===== src/hw/arss_map.svh =====
// constants for the auto-reclose shot sequencer
`ifndef ARSS_MAP_SVH
`define ARSS_MAP_SVH
// register offsets
`define ARSS_OFS_CTRL      8'h00
`define ARSS_OFS_STATUS    8'h04
`define ARSS_OFS_INT_STAT  8'h08
`define ARSS_OFS_INT_MASK  8'h0c
`define ARSS_OFS_TD        8'h10
`define ARSS_OFS_TR        8'h14
`define ARSS_OFS_DEAD      8'h18
`define ARSS_OFS_ACT_BASE  8'h40
`define ARSS_OFS_DLY_BASE  8'h80
`define ARSS_OFS_ACT_END   8'h58
`define ARSS_OFS_DLY_END   8'hb0
// field positions
`define ARSS_CTRL_SRC_BIT  0
`define ARSS_CTRL_EN_BIT   1
// action encodings
`define ARSS_ACT_NONE      2'h0
`define ARSS_ACT_START     2'h1
`define ARSS_ACT_BLOCK     2'h2
// pointer values
`define ARSS_PTR_FIRST     3'h1
`define ARSS_PTR_LAST      3'h5
`define ARSS_PTR_FINAL     3'h6
`define ARSS_PTR_LOCK      3'h7
// event bits
`define ARSS_EV_OPEN       0
`define ARSS_EV_CLOSE      1
`define ARSS_EV_LOCK       2
`define ARSS_EV_DISC       3
// reset values (timer counts in clock cycles)
`define ARSS_TD_RESET      32'h0000_0000
`define ARSS_TR_RESET      32'h0000_1000
`define ARSS_DEAD_RESET    32'h0000_0100
`endif


===== src/hw/arss_pkg.sv =====
// types of the auto-reclose shot sequencer
package arss_pkg;
  typedef logic [1:0] arss_act_type;
  typedef logic [2:0] arss_ptr_type;
  typedef logic [31:0] arss_word_type;
  typedef enum logic [2:0] {ST_IDLE, ST_DELAY, ST_OPEN, ST_DEAD, ST_CLOSE} arss_state_type;
endpackage


===== src/hw/arss_line_delay.sv =====
// per-line start delay counters for the pending shot
`timescale 1ns/100ps
module arss_line_delay (
  // clock and reset
  input  wire logic        i_ref_clk,
  input  wire logic        i_sys_rst,
  // control
  input  wire logic [3:0]  i_line,
  input  wire logic [3:0]  i_arm,
  input  wire logic        i_clear,
  input  wire logic [63:0] i_delay,
  // status
  output logic [3:0]       o_ripe
);
  typedef struct packed {
    logic [3:0][15:0] cnt;
    logic [3:0]       ripe;
  } arss_dly_type;
  arss_dly_type s_reg, s_next;

  // each line times alone; a drop restarts from zero
  always_comb begin
    s_next = s_reg;
    for (int i = 0; i < 4; i++) begin
      if (i_clear || !i_line[i] || !i_arm[i]) begin
        s_next.cnt[i]  = 16'h0;
        s_next.ripe[i] = 1'b0;
      end else if (s_reg.cnt[i] >= i_delay[i*16 +: 16]) begin
        s_next.ripe[i] = 1'b1;
      end else begin
        s_next.cnt[i] = s_reg.cnt[i] + 16'h1;
        s_next.ripe[i] = ((s_reg.cnt[i] + 16'h1) >= i_delay[i*16 +: 16]);
      end
    end
  end

  always_ff @(posedge i_ref_clk) begin
    if (i_sys_rst) begin
      s_reg <= '0;
    end else begin
      s_reg <= s_next;
    end
  end

  assign o_ripe = s_reg.ripe;
endmodule


===== src/hw/arss_sequencer.sv =====
// auto-reclose shot sequencer top level
//
// The address-and-strobe port and the register offsets were decided locally.
`timescale 1ns/100ps
`include "arss_map.svh"
module arss_sequencer (
  // clock and reset
  input  wire logic                   i_ref_clk,
  input  wire logic                   i_sys_rst,
  // register port
  input  wire logic [7:0]             i_addr,
  input  wire logic [31:0]            i_wdata,
  input  wire logic                   i_wr,
  input  wire logic                   i_rd,
  output arss_pkg::arss_word_type     o_rdata,
  // initiation lines
  input  wire logic                   i_reclose_request_line_1,
  input  wire logic                   i_reclose_request_line_2,
  input  wire logic                   i_reclose_request_line_3,
  input  wire logic                   i_reclose_request_line_4,
  // breaker
  input  wire logic                   i_breaker_position_input,
  output logic                        o_breaker_open,
  output logic                        o_breaker_close,
  // status
  output arss_pkg::arss_ptr_type      o_shot_pointer,
  output logic                        o_irq
);
  import arss_pkg::*;

  // ----------------------------------------------------------------
  // state
  // ----------------------------------------------------------------
  typedef struct packed {
    arss_state_type   st;
    arss_ptr_type     ptr;
    arss_ptr_type     tgt;
    logic [1:0]       ctrl;
    logic [5:0][7:0]  act;
    logic [5:0][63:0] dly;
    logic [31:0]      td;
    logic [31:0]      tr;
    logic [31:0]      dead;
    logic [31:0]      dead_cnt;
    logic [3:0]       ist;
    logic [3:0]       imask;
    logic             open_o;
    logic             close_o;
    logic             irq;
    logic             lock_pend;
    logic             pos_q;
    logic [31:0]      rdata;
  } arss_core_type;
  arss_core_type s_reg, s_next;

  logic [3:0] line;
  assign line = {i_reclose_request_line_4, i_reclose_request_line_3,
                 i_reclose_request_line_2, i_reclose_request_line_1};

  // ----------------------------------------------------------------
  // decoding helpers
  // ----------------------------------------------------------------
  // action of line l for pointer p (1..6)
  function automatic logic [1:0] act_of(input logic [5:0][7:0] a,
                                        input logic [2:0] p, input int l);
    logic [2:0] idx;
    idx = p - 3'h1;
    return a[idx][l*2 +: 2];
  endfunction

  function automatic logic [3:0] lines_with(input logic [5:0][7:0] a,
                                            input logic [2:0] p,
                                            input logic [1:0] code);
    logic [3:0] m;
    m = 4'h0;
    for (int l = 0; l < 4; l++) begin
      m[l] = (act_of(a, p, l) == code);
    end
    return m;
  endfunction

  // register window decode, shared by writes and reads
  function automatic logic is_act_addr(input logic [7:0] a);
    return (a >= `ARSS_OFS_ACT_BASE) && (a < `ARSS_OFS_ACT_END) && (a[1:0] == 2'h0);
  endfunction

  function automatic logic is_dly_addr(input logic [7:0] a);
    return (a >= `ARSS_OFS_DLY_BASE) && (a < `ARSS_OFS_DLY_END) && (a[1:0] == 2'h0);
  endfunction

  // ----------------------------------------------------------------
  // shot selection
  // ----------------------------------------------------------------
  arss_ptr_type sel;
  arss_ptr_type sel_c;
  logic         sel_ok;
  always_comb begin
    sel = s_reg.ptr;
    sel_ok = 1'b0;
    for (int p = 6; p >= 1; p--) begin
      if (p[2:0] >= s_reg.ptr && s_reg.ptr <= `ARSS_PTR_FINAL) begin
        if ((|(line & lines_with(s_reg.act, p[2:0], `ARSS_ACT_START))) &&
            !(|(line & lines_with(s_reg.act, p[2:0], `ARSS_ACT_BLOCK)))) begin
          sel = p[2:0];
          sel_ok = 1'b1;
        end
      end
    end
  end

  // lock-out pointer has no action row, so clamp before indexing
  assign sel_c = (sel > `ARSS_PTR_FINAL) ? `ARSS_PTR_FINAL : sel;

  // ----------------------------------------------------------------
  // start delay and timers
  // ----------------------------------------------------------------
  logic [3:0] ripe;
  logic [3:0] arm;
  logic       dly_clear;
  logic       td_run, tr_run, tr_done;
  logic       close_ev;
  logic       disc_hit;

  // delay armed by Start lines only, blocks do not touch it
  assign arm = lines_with(s_reg.act, sel_c, `ARSS_ACT_START);
  // lock-out clears the counters so a new sequence times from zero
  assign dly_clear = (s_reg.st != ST_IDLE) || (s_reg.ptr == `ARSS_PTR_LOCK) ||
                     (!sel_ok && !(|line));
  assign close_ev = s_reg.pos_q && !i_breaker_position_input;
  // redirect once; the final trip then runs on its own start delay
  assign disc_hit = td_run && (|line) && (s_reg.ptr < `ARSS_PTR_FINAL);

  // one delay set per pointer value
  arss_line_delay u_delay (
    .i_ref_clk (i_ref_clk),
    .i_sys_rst (i_sys_rst),
    .i_line    (line),
    .i_arm     (arm),
    .i_clear   (dly_clear),
    .i_delay   (s_reg.dly[sel_c - 3'h1]),
    .o_ripe    (ripe)
  );

  arss_timer u_td (
    .i_ref_clk (i_ref_clk),
    .i_sys_rst (i_sys_rst),
    .i_start   (close_ev && s_reg.td != 32'h0 && s_reg.st == ST_CLOSE),
    .i_stop    (s_reg.td == 32'h0),
    .i_load    (s_reg.td),
    .o_run     (td_run),
    .o_done    ()
  );

  arss_timer u_tr (
    .i_ref_clk (i_ref_clk),
    .i_sys_rst (i_sys_rst),
    .i_start   (close_ev),
    .i_stop    (1'b0),
    .i_load    (s_reg.tr),
    .o_run     (tr_run),
    .o_done    (tr_done)
  );

  // ----------------------------------------------------------------
  // main process
  // ----------------------------------------------------------------
  logic [3:0] ev;
  always_comb begin
    s_next = s_reg;
    ev = 4'h0;
    s_next.pos_q = i_breaker_position_input;
    s_next.open_o = 1'b0;
    s_next.close_o = 1'b0;
    s_next.rdata = 32'h0;

    case (s_reg.st)
      ST_IDLE: begin
        if (s_reg.ctrl[`ARSS_CTRL_EN_BIT] && s_reg.ptr != `ARSS_PTR_LOCK) begin
          if (disc_hit) begin
            s_next.ptr = `ARSS_PTR_FINAL;
            ev[`ARSS_EV_DISC] = 1'b1;
          end else if (sel_ok) begin
            // pointer untouched here; tgt carries the shot until its close or lock-out
            if (!s_reg.ctrl[`ARSS_CTRL_SRC_BIT]) begin
              // trip based, no delay, protection opens
              s_next.tgt = sel;
              s_next.st = ST_OPEN;
            end else if (|(ripe & line & arm)) begin
              s_next.tgt = sel;
              s_next.open_o = 1'b1;
              s_next.st = ST_OPEN;
            end
          end
        end
      end
      ST_OPEN: begin
        s_next.open_o = s_reg.ctrl[`ARSS_CTRL_SRC_BIT];
        if (i_breaker_position_input) begin
          s_next.open_o = 1'b0;
          ev[`ARSS_EV_OPEN] = 1'b1;
          if (s_reg.tgt == `ARSS_PTR_FINAL) begin
            s_next.ptr = `ARSS_PTR_LOCK;
            ev[`ARSS_EV_LOCK] = 1'b1;
            s_next.st = ST_IDLE;
          end else begin
            s_next.dead_cnt = s_reg.dead;
            s_next.st = ST_DEAD;
          end
        end
      end
      ST_DEAD: begin
        if (s_reg.dead_cnt == 32'h0) begin
          s_next.close_o = 1'b1;
          s_next.st = ST_CLOSE;
        end else begin
          s_next.dead_cnt = s_reg.dead_cnt - 32'h1;
        end
      end
      ST_CLOSE: begin
        s_next.close_o = 1'b1;
        if (!i_breaker_position_input) begin
          s_next.close_o = 1'b0;
          ev[`ARSS_EV_CLOSE] = 1'b1;
          // next shot armed for reclaim period
          if (s_reg.tgt == `ARSS_PTR_LAST) begin
            s_next.ptr = `ARSS_PTR_LOCK;
            ev[`ARSS_EV_LOCK] = 1'b1;
          end else begin
            s_next.ptr = s_reg.tgt + 3'h1;
          end
          s_next.st = ST_IDLE;
        end
      end
      default: begin
        s_next.st = ST_IDLE;
      end
    endcase

    if (tr_done && s_reg.st == ST_IDLE && !disc_hit) begin
      s_next.ptr = `ARSS_PTR_FIRST;
    end

    // register writes
    if (i_wr) begin
      case (i_addr)
        `ARSS_OFS_CTRL:     s_next.ctrl = i_wdata[1:0];
        `ARSS_OFS_INT_MASK: s_next.imask = i_wdata[3:0];
        `ARSS_OFS_TD:       s_next.td = i_wdata;
        `ARSS_OFS_TR:       s_next.tr = i_wdata;
        `ARSS_OFS_DEAD:     s_next.dead = i_wdata;
        default: begin
          if (is_act_addr(i_addr)) begin
            s_next.act[(i_addr - `ARSS_OFS_ACT_BASE) >> 2] = i_wdata[7:0];
          end
          if (is_dly_addr(i_addr)) begin
            s_next.dly[(i_addr - `ARSS_OFS_DLY_BASE) >> 3][i_addr[2] * 32 +: 32] = i_wdata;
          end
        end
      endcase
    end

    // sticky events, set wins over write-one clear
    if (i_wr && i_addr == `ARSS_OFS_INT_STAT) begin
      s_next.ist = (s_reg.ist & ~i_wdata[3:0]) | ev;
    end else begin
      s_next.ist = s_reg.ist | ev;
    end
    s_next.irq = |(s_next.ist & s_next.imask);

    // register reads, data next cycle
    if (i_rd) begin
      case (i_addr)
        `ARSS_OFS_CTRL:     s_next.rdata = {30'h0, s_reg.ctrl};
        `ARSS_OFS_STATUS:   s_next.rdata = {24'h0, td_run, tr_run, s_reg.st, s_reg.ptr};
        `ARSS_OFS_INT_STAT: s_next.rdata = {28'h0, s_reg.ist};
        `ARSS_OFS_INT_MASK: s_next.rdata = {28'h0, s_reg.imask};
        `ARSS_OFS_TD:       s_next.rdata = s_reg.td;
        `ARSS_OFS_TR:       s_next.rdata = s_reg.tr;
        `ARSS_OFS_DEAD:     s_next.rdata = s_reg.dead;
        default: begin
          if (is_act_addr(i_addr)) begin
            s_next.rdata = {24'h0, s_reg.act[(i_addr - `ARSS_OFS_ACT_BASE) >> 2]};
          end
          if (is_dly_addr(i_addr)) begin
            s_next.rdata = s_reg.dly[(i_addr - `ARSS_OFS_DLY_BASE) >> 3][i_addr[2] * 32 +: 32];
          end
        end
      endcase
    end
  end

  // state register
  always_ff @(posedge i_ref_clk) begin
    if (i_sys_rst) begin
      s_reg <= '0;
      s_reg.st <= ST_IDLE;
      s_reg.ptr <= `ARSS_PTR_FIRST;
      s_reg.tgt <= `ARSS_PTR_FIRST;
      s_reg.td <= `ARSS_TD_RESET;
      s_reg.tr <= `ARSS_TR_RESET;
      s_reg.dead <= `ARSS_DEAD_RESET;
    end else begin
      s_reg <= s_next;
    end
  end

  // outputs straight from flops
  assign o_rdata         = s_reg.rdata;
  assign o_breaker_open  = s_reg.open_o;
  assign o_breaker_close = s_reg.close_o;
  assign o_shot_pointer  = s_reg.ptr;
  assign o_irq           = s_reg.irq;
endmodule


===== src/hw/arss_timer.sv =====
// reusable down-counting timer, restartable
`timescale 1ns/100ps
module arss_timer (
  // clock and reset
  input  wire logic        i_ref_clk,
  input  wire logic        i_sys_rst,
  // control
  input  wire logic        i_start,
  input  wire logic        i_stop,
  input  wire logic [31:0] i_load,
  // status
  output logic             o_run,
  output logic             o_done
);
  typedef struct packed {
    logic [31:0] cnt;
    logic        run;
    logic        done;
  } arss_tmr_type;
  arss_tmr_type s_reg, s_next;

  // count down, pulse done at zero
  always_comb begin
    s_next = s_reg;
    s_next.done = 1'b0;
    if (i_stop) begin
      s_next.run = 1'b0;
    end else if (i_start) begin
      s_next.cnt = i_load;
      s_next.run = (i_load != 32'h0);
      s_next.done = (i_load == 32'h0);
    end else if (s_reg.run) begin
      if (s_reg.cnt <= 32'h1) begin
        s_next.run = 1'b0;
        s_next.done = 1'b1;
      end else begin
        s_next.cnt = s_reg.cnt - 32'h1;
      end
    end
  end

  always_ff @(posedge i_ref_clk) begin
    if (i_sys_rst) begin
      s_reg <= '0;
    end else begin
      s_reg <= s_next;
    end
  end

  assign o_run  = s_reg.run;
  assign o_done = s_reg.done;
endmodule


===== config.mk =====
export PLATFORM = sky130hd
export DESIGN_NAME = arss_sequencer
export DESIGN_NICKNAME = d
export VERILOG_FILES = /design/src/hw/arss_pkg.sv /design/src/hw/arss_line_delay.sv /design/src/hw/arss_sequencer.sv /design/src/hw/arss_timer.sv
export VERILOG_INCLUDE_DIRS = /design/src /design/src/hw
export SDC_FILE = /design/constraint.sdc
export NUM_CORES = 2
export LEC_CHECK = 0
export BUFFER_PORTS_ARGS = -buffer_cell sky130_fd_sc_hd__buf_2
export CAP_MARGIN = 15
export CORE_MARGIN = 1.5
export CORE_UTILIZATION = 46
export CTS_BUF_LIST = sky130_fd_sc_hd__clkbuf_4
export DETAILED_ROUTE_END_ITERATION = 16
export HOLD_SLACK_MARGIN = 0.15
export PLACE_DENSITY_LB_ADDON = 0.2
export SETUP_SLACK_MARGIN = 0.2
export SYNTH_ARGS = -nofsm -noshare
export SYNTH_HDL_FRONTEND = slang
export SYNTH_SLANG_ARGS = --single-unit

===== constraint.sdc =====
create_clock -name i_ref_clk -period 7.5 [get_ports i_ref_clk]
set_input_delay 1.125 -clock i_ref_clk [delete_from_list [all_inputs] [get_ports i_ref_clk]]
set_output_delay 1.125 -clock i_ref_clk [all_outputs]
set_load 0.02 [all_outputs]

==> run summary <==
The run finished with clean final reports. Clock tree synthesis selected as its root buffer the cell sky130_fd_sc_hd__clkbuf_4. The endpoint identified for the worst register-to-register timing path is u_delay.s_reg[7]$_SDFFE_PP0N_.

The area of the die is 0.0906 sq mm. The count of antenna-violating nets left after detailed routing came out at 0. The cell area that synthesis handed to floorplanning was 0.0409 sq mm. In the routed design, unresolved DRC markers number 0. Pin placement for this block handled 87 I/O pins.

The wire length on met3 is 12.3 mm. The detailed placement HPWL is 94.1 mm. The data arrival time of the critical path came out at 6.88 ns. The signal on the critical path passes through o21ai_0 > o21ai_0 > or4b_4 > o21ai_2 > o21ai_4 > nand4b_2 > xor2_4 > buf_4 > a21oi_1 > a21oi_1 > ha_1 > nand2b_1 > a21o_1 > a21o_1 > a21o_1 > a21o_1 > a21oi_1 > o21ai_0 > a31oi_1 > o21ai_0 > buf_4 > or3_1 > a21oi_1. In this run the static leakage power is 16.6 nW. The number of H-tree levels is 4. At the worst endpoint, the required time is 8.51 ns. The wire length of the first global-routing pass is 216 mm. The maximum number of pins on one net before global-route repair is 182. The effective utilization at floorplan is 0.463. Dividing the detail-routed wire length by the instance count gives 22.2 um. The number of global-route vias before repair is 35,800. Power spread over the standard cell area amounts to 186 mW/mm^2. The number of setup violations in the final report came out at 0. The number of clock buffers added by TritonCTS is 203. The number of cells on the worst reg-to-reg path is 23. The width of the chip came out at 301 um. The count of TritonRoute iterations in the first routing pass came out at 14. The tightest min-delay check is of the input port to flop type. The peak fanout along the critical path is 32. The number of flip-flops in the largest register is 577. The number of cells traversed by the worst hold path came out at 3. The hold violation total from the final report came out at 0. For the pin with the worst max-slew slack, the measured transition is 1.16 ns. Yosys mapped the design onto 90 distinct sky130hd cell types. The synthesized netlist cell count came out at 5,201. Setup repair after global routing left no endpoint under its margin. The post-route minimum period came out at 5.87 ns. The number of nets in the final layout came out at 5,343.

Summing internal, switching and leakage power gives 0.00824 W. The worst hold endpoint is s_reg[149]$_SDFFE_PP0P_. The mean instance size in the synthesized netlist is 7.86 sq um. Max-cap violations in this run came to 0.

The average vias per placed instance came out at 5.96. For this run, the number of Yosys warnings is 0. The post-synthesis sequential area ratio came out at 0.367. The share of the cycle needed by the critical path after routing came out at 0.783.

The clock-pin transition on the worst setup and hold timing paths came out at 0.08 ns. The total routing resource utilization after global routing came out at 0.309. The height of the die is 301 um.

The count of flip-flops with a built-in enable after synthesis came out at 0. In this run the critical register-to-register path is launched from o_shot_pointer[0]$_SDFFE_PP1P_. For this block, the initial DRC count from the detailed router was 4,038. The detailed-routing wirelength on met1 came out at 60.8 mm. Static timing analysis puts the maximum clock frequency at 170 MHz. The post-synthesis to final-layout area growth is 8.63%. The final sum of negative setup slack is 0 ns. The number of flip-flops and latches in the synthesized netlist is 750. The amount of wire on met2 after detailed routing came out at 63.1 mm. The headroom to the max-slew limit came out at 0.228. The post-cts sizing count is 0. The top flip-flop cell by instance count after synthesis is sky130_fd_sc_hd__dfxtp_1. The total congestion overflow after global routing came out at 0.

The routability congestion estimate from global placement is 0.928. The number of buffers on the longest clock path is 3. STA classifies the critical path endpoint as a flop. The type of origin of the critical path is a flop. The clock skew came out at 0.0875 ns. The cell row count is 109. The initial antenna violation count is 9. Of the cells placed in the final design, the portion with a size suffix greater than 1 is 0.128. The sink count of the clock tree is 750. The count of buffers added on input and output ports is 86. The buffer count from post-CTS setup fixing came out at 0.

The worst setup path is of the flop to flop kind. The placeable core region came out at 0.0882 sq mm. The delay of the slowest critical-path stage is 0.58 ns. The number of vias in the routed layout came out at 38,700. Synthesis produced a netlist with a net count of 5,390. The wire length reported by the detailed router came out at 144 mm.

The slowest stage of the critical path is the sky130_fd_sc_hd__or4b_4 cell. The largest voltage drop on the vdd net is 0.000154 V. For the worst-skew pair, the clock arrives at the later sink with an insertion delay of 1.15 ns. The slack of the worst reg-to-reg path came out at 1.63 ns. The post-cts hold buffer count is 0.

The worst setup slack after placement came out at 0.734 ns. The post-synthesis async set-or-reset flop share came out at 0. The worst hold path begins at i_wdata[8]. The worst setup slack after layout came out at 1.63 ns.

The final-report max-slew violation count is 0. The uppermost signal routing layer after detailed routing is met5. TritonCTS built the clock tree.
## power breakdown
group | switching (W) | leakage (nW) | internal (W)
registers | 0.0000153 | 6.04 | 0.00400
clock network | 0.00184 | 1.50 | 0.00184
logic | 0.000403 | 9.07 | 0.000141
## layout by cell type (no fill, tap or decap), types with 35 or more instances in the layout
| master | instances |
|---|---|
| sky130_fd_sc_hd__nor4_1 | 36 |
| sky130_fd_sc_hd__or3_1 | 40 |
| sky130_fd_sc_hd__ha_1 | 140 |
| sky130_fd_sc_hd__xnor2_1 | 49 |
| sky130_fd_sc_hd__a211oi_1 | 90 |
| sky130_fd_sc_hd__mux2_2 | 45 |
| sky130_fd_sc_hd__inv_1 | 75 |
| sky130_fd_sc_hd__buf_2 | 84 |
| sky130_fd_sc_hd__o21ai_0 | 192 |
| sky130_fd_sc_hd__a22oi_1 | 72 |
| sky130_fd_sc_hd__a21o_1 | 36 |
| sky130_fd_sc_hd__a21oi_1 | 666 |
| sky130_fd_sc_hd__mux2i_1 | 175 |
| sky130_fd_sc_hd__nor2_1 | 707 |
| sky130_fd_sc_hd__clkbuf_4 | 287 |
| sky130_fd_sc_hd__o22ai_1 | 35 |
| sky130_fd_sc_hd__nand3_1 | 71 |
| sky130_fd_sc_hd__clkinv_1 | 52 |
| sky130_fd_sc_hd__nand2_1 | 893 |
| sky130_fd_sc_hd__o211ai_1 | 36 |
| sky130_fd_sc_hd__buf_4 | 95 |
| sky130_fd_sc_hd__and3_1 | 41 |
| sky130_fd_sc_hd__dfxtp_1 | 750 |
| sky130_fd_sc_hd__xor2_1 | 89 |
| sky130_fd_sc_hd__nor3_1 | 52 |
| sky130_fd_sc_hd__mux4_2 | 76 |
## worst max path at each step
stage | start | to | slack, ns
2_1_floorplan | i_reclose_request_line_2 | u_delay.s_reg[42]$_SDFFE_PP0N_ | 1.55
3_3_place_gp | i_reclose_request_line_2 | u_delay.s_reg[25]$_SDFFE_PP0N_ | 0.76
3_5_place_dp | i_reclose_request_line_2 | u_delay.s_reg[23]$_SDFFE_PP0N_ | 0.73
4_1_cts | o_shot_pointer[0]$_SDFFE_PP1P_ | u_delay.s_reg[55]$_SDFFE_PP0N_ | 1.53
5_1_grt | o_shot_pointer[0]$_SDFFE_PP1P_ | u_delay.s_reg[9]$_SDFFE_PP0N_ | 1.29
6_report | o_shot_pointer[0]$_SDFFE_PP1P_ | u_delay.s_reg[7]$_SDFFE_PP0N_ | 1.63
## cells by family (layout without fill, tap and decap cells)
family                   after synthesis  in the layout  synth area share
AND/OR/NAND/NOR                     1995           1995             0.206
AO/OA/AOI/OAI                       1366           1366             0.204
flip-flops                           750            750             0.367
buffers and inverters                513            624            0.0514
multiplexers                         298            298            0.0977
adder cells (fa/ha/maj)              140            140            0.0429
XOR/XNOR                             139            139            0.0303
other                                  0              5                 0
## cell type report
cell class	instances	area (sq um)
Sequential cell	750	15000
Inverter	77	289
Clock buffer	287	2150
Antenna cell	5	12.5
Multi-Input combinational cell	3938	23800
Tap cell	1165	1460
Fill cell	8576	43900
Timing Repair Buffer	184	1210
Clock inverter	76	392
## Yosys cell counts (17+ instances only)
| cell | n | area share |
|---|---|---|
| sky130_fd_sc_hd__nand2_1 | 903 | 0.083 |
| sky130_fd_sc_hd__dfxtp_1 | 750 | 0.37 |
| sky130_fd_sc_hd__nor2_1 | 713 | 0.066 |
| sky130_fd_sc_hd__a21oi_1 | 666 | 0.082 |
| sky130_fd_sc_hd__clkbuf_1 | 343 | 0.032 |
| sky130_fd_sc_hd__o21ai_0 | 192 | 0.024 |
| sky130_fd_sc_hd__mux2i_1 | 175 | 0.043 |
| sky130_fd_sc_hd__ha_1 | 140 | 0.043 |
| sky130_fd_sc_hd__a211oi_1 | 90 | 0.017 |
| sky130_fd_sc_hd__xor2_1 | 89 | 0.019 |
| sky130_fd_sc_hd__mux4_2 | 76 | 0.042 |
| sky130_fd_sc_hd__inv_1 | 75 | 0.0069 |
| sky130_fd_sc_hd__a22oi_1 | 72 | 0.013 |
| sky130_fd_sc_hd__nand3_1 | 72 | 0.0088 |
| sky130_fd_sc_hd__nor3_1 | 56 | 0.0069 |
| sky130_fd_sc_hd__xnor2_1 | 49 | 0.011 |
| sky130_fd_sc_hd__mux2_2 | 45 | 0.012 |
| sky130_fd_sc_hd__and3_1 | 41 | 0.0063 |
| sky130_fd_sc_hd__or3_1 | 40 | 0.0061 |
| sky130_fd_sc_hd__buf_4 | 38 | 0.0070 |
| sky130_fd_sc_hd__a21o_1 | 37 | 0.0068 |
| sky130_fd_sc_hd__nor4_1 | 37 | 0.0057 |
| sky130_fd_sc_hd__o211ai_1 | 36 | 0.0066 |
| sky130_fd_sc_hd__o22ai_1 | 35 | 0.0054 |
| sky130_fd_sc_hd__buf_1 | 33 | 0.0030 |
| sky130_fd_sc_hd__nand2b_1 | 29 | 0.0044 |
| sky130_fd_sc_hd__o21a_1 | 29 | 0.0053 |
| sky130_fd_sc_hd__o221ai_1 | 29 | 0.0062 |
| sky130_fd_sc_hd__a31oi_1 | 25 | 0.0038 |
| sky130_fd_sc_hd__a22o_1 | 24 | 0.0051 |
| sky130_fd_sc_hd__nand3b_1 | 23 | 0.0042 |
| sky130_fd_sc_hd__o2bb2ai_1 | 22 | 0.0047 |
| sky130_fd_sc_hd__buf_2 | 21 | 0.0026 |
| sky130_fd_sc_hd__a221oi_1 | 19 | 0.0041 |
| sky130_fd_sc_hd__a311oi_1 | 17 | 0.0036 |
## critical path: cells and delay by family (launching register included)
kind / cells / cell delay (ns)
flops: 1 / 0.46
buf+inv: 2 / 0.67
simple gates: 4 / 1.32
compound gates: 15 / 2.45
xor+xnor: 1 / 0.58
fa+ha+maj: 1 / 0.27
## routing by layer
layer	track usage	vias to the layer above
li1	-	18200
met5	0	-
met1	0.413	18400
met2	0.475	1695
met3	0.0566	358
met4	0.162	6
## per-stage QoR
step / utilization / cell area [sq um] / instances / hold slack, ns
final: 0.503 / 44400 / 6482 / 0.351
after detailed placement: 0.474 / 41800 / 6112 / 0.461
after CTS: 0.503 / 44400 / 6475 / 0.279
after global routing: 0.503 / 44400 / 6482 / 0.327
after global placement: 0.474 / 41800 / 6112 / 0.455
after floorplan: - / 40900 / 5201 / 0.443
Note: power is estimated with default switching activity, not from simulation.
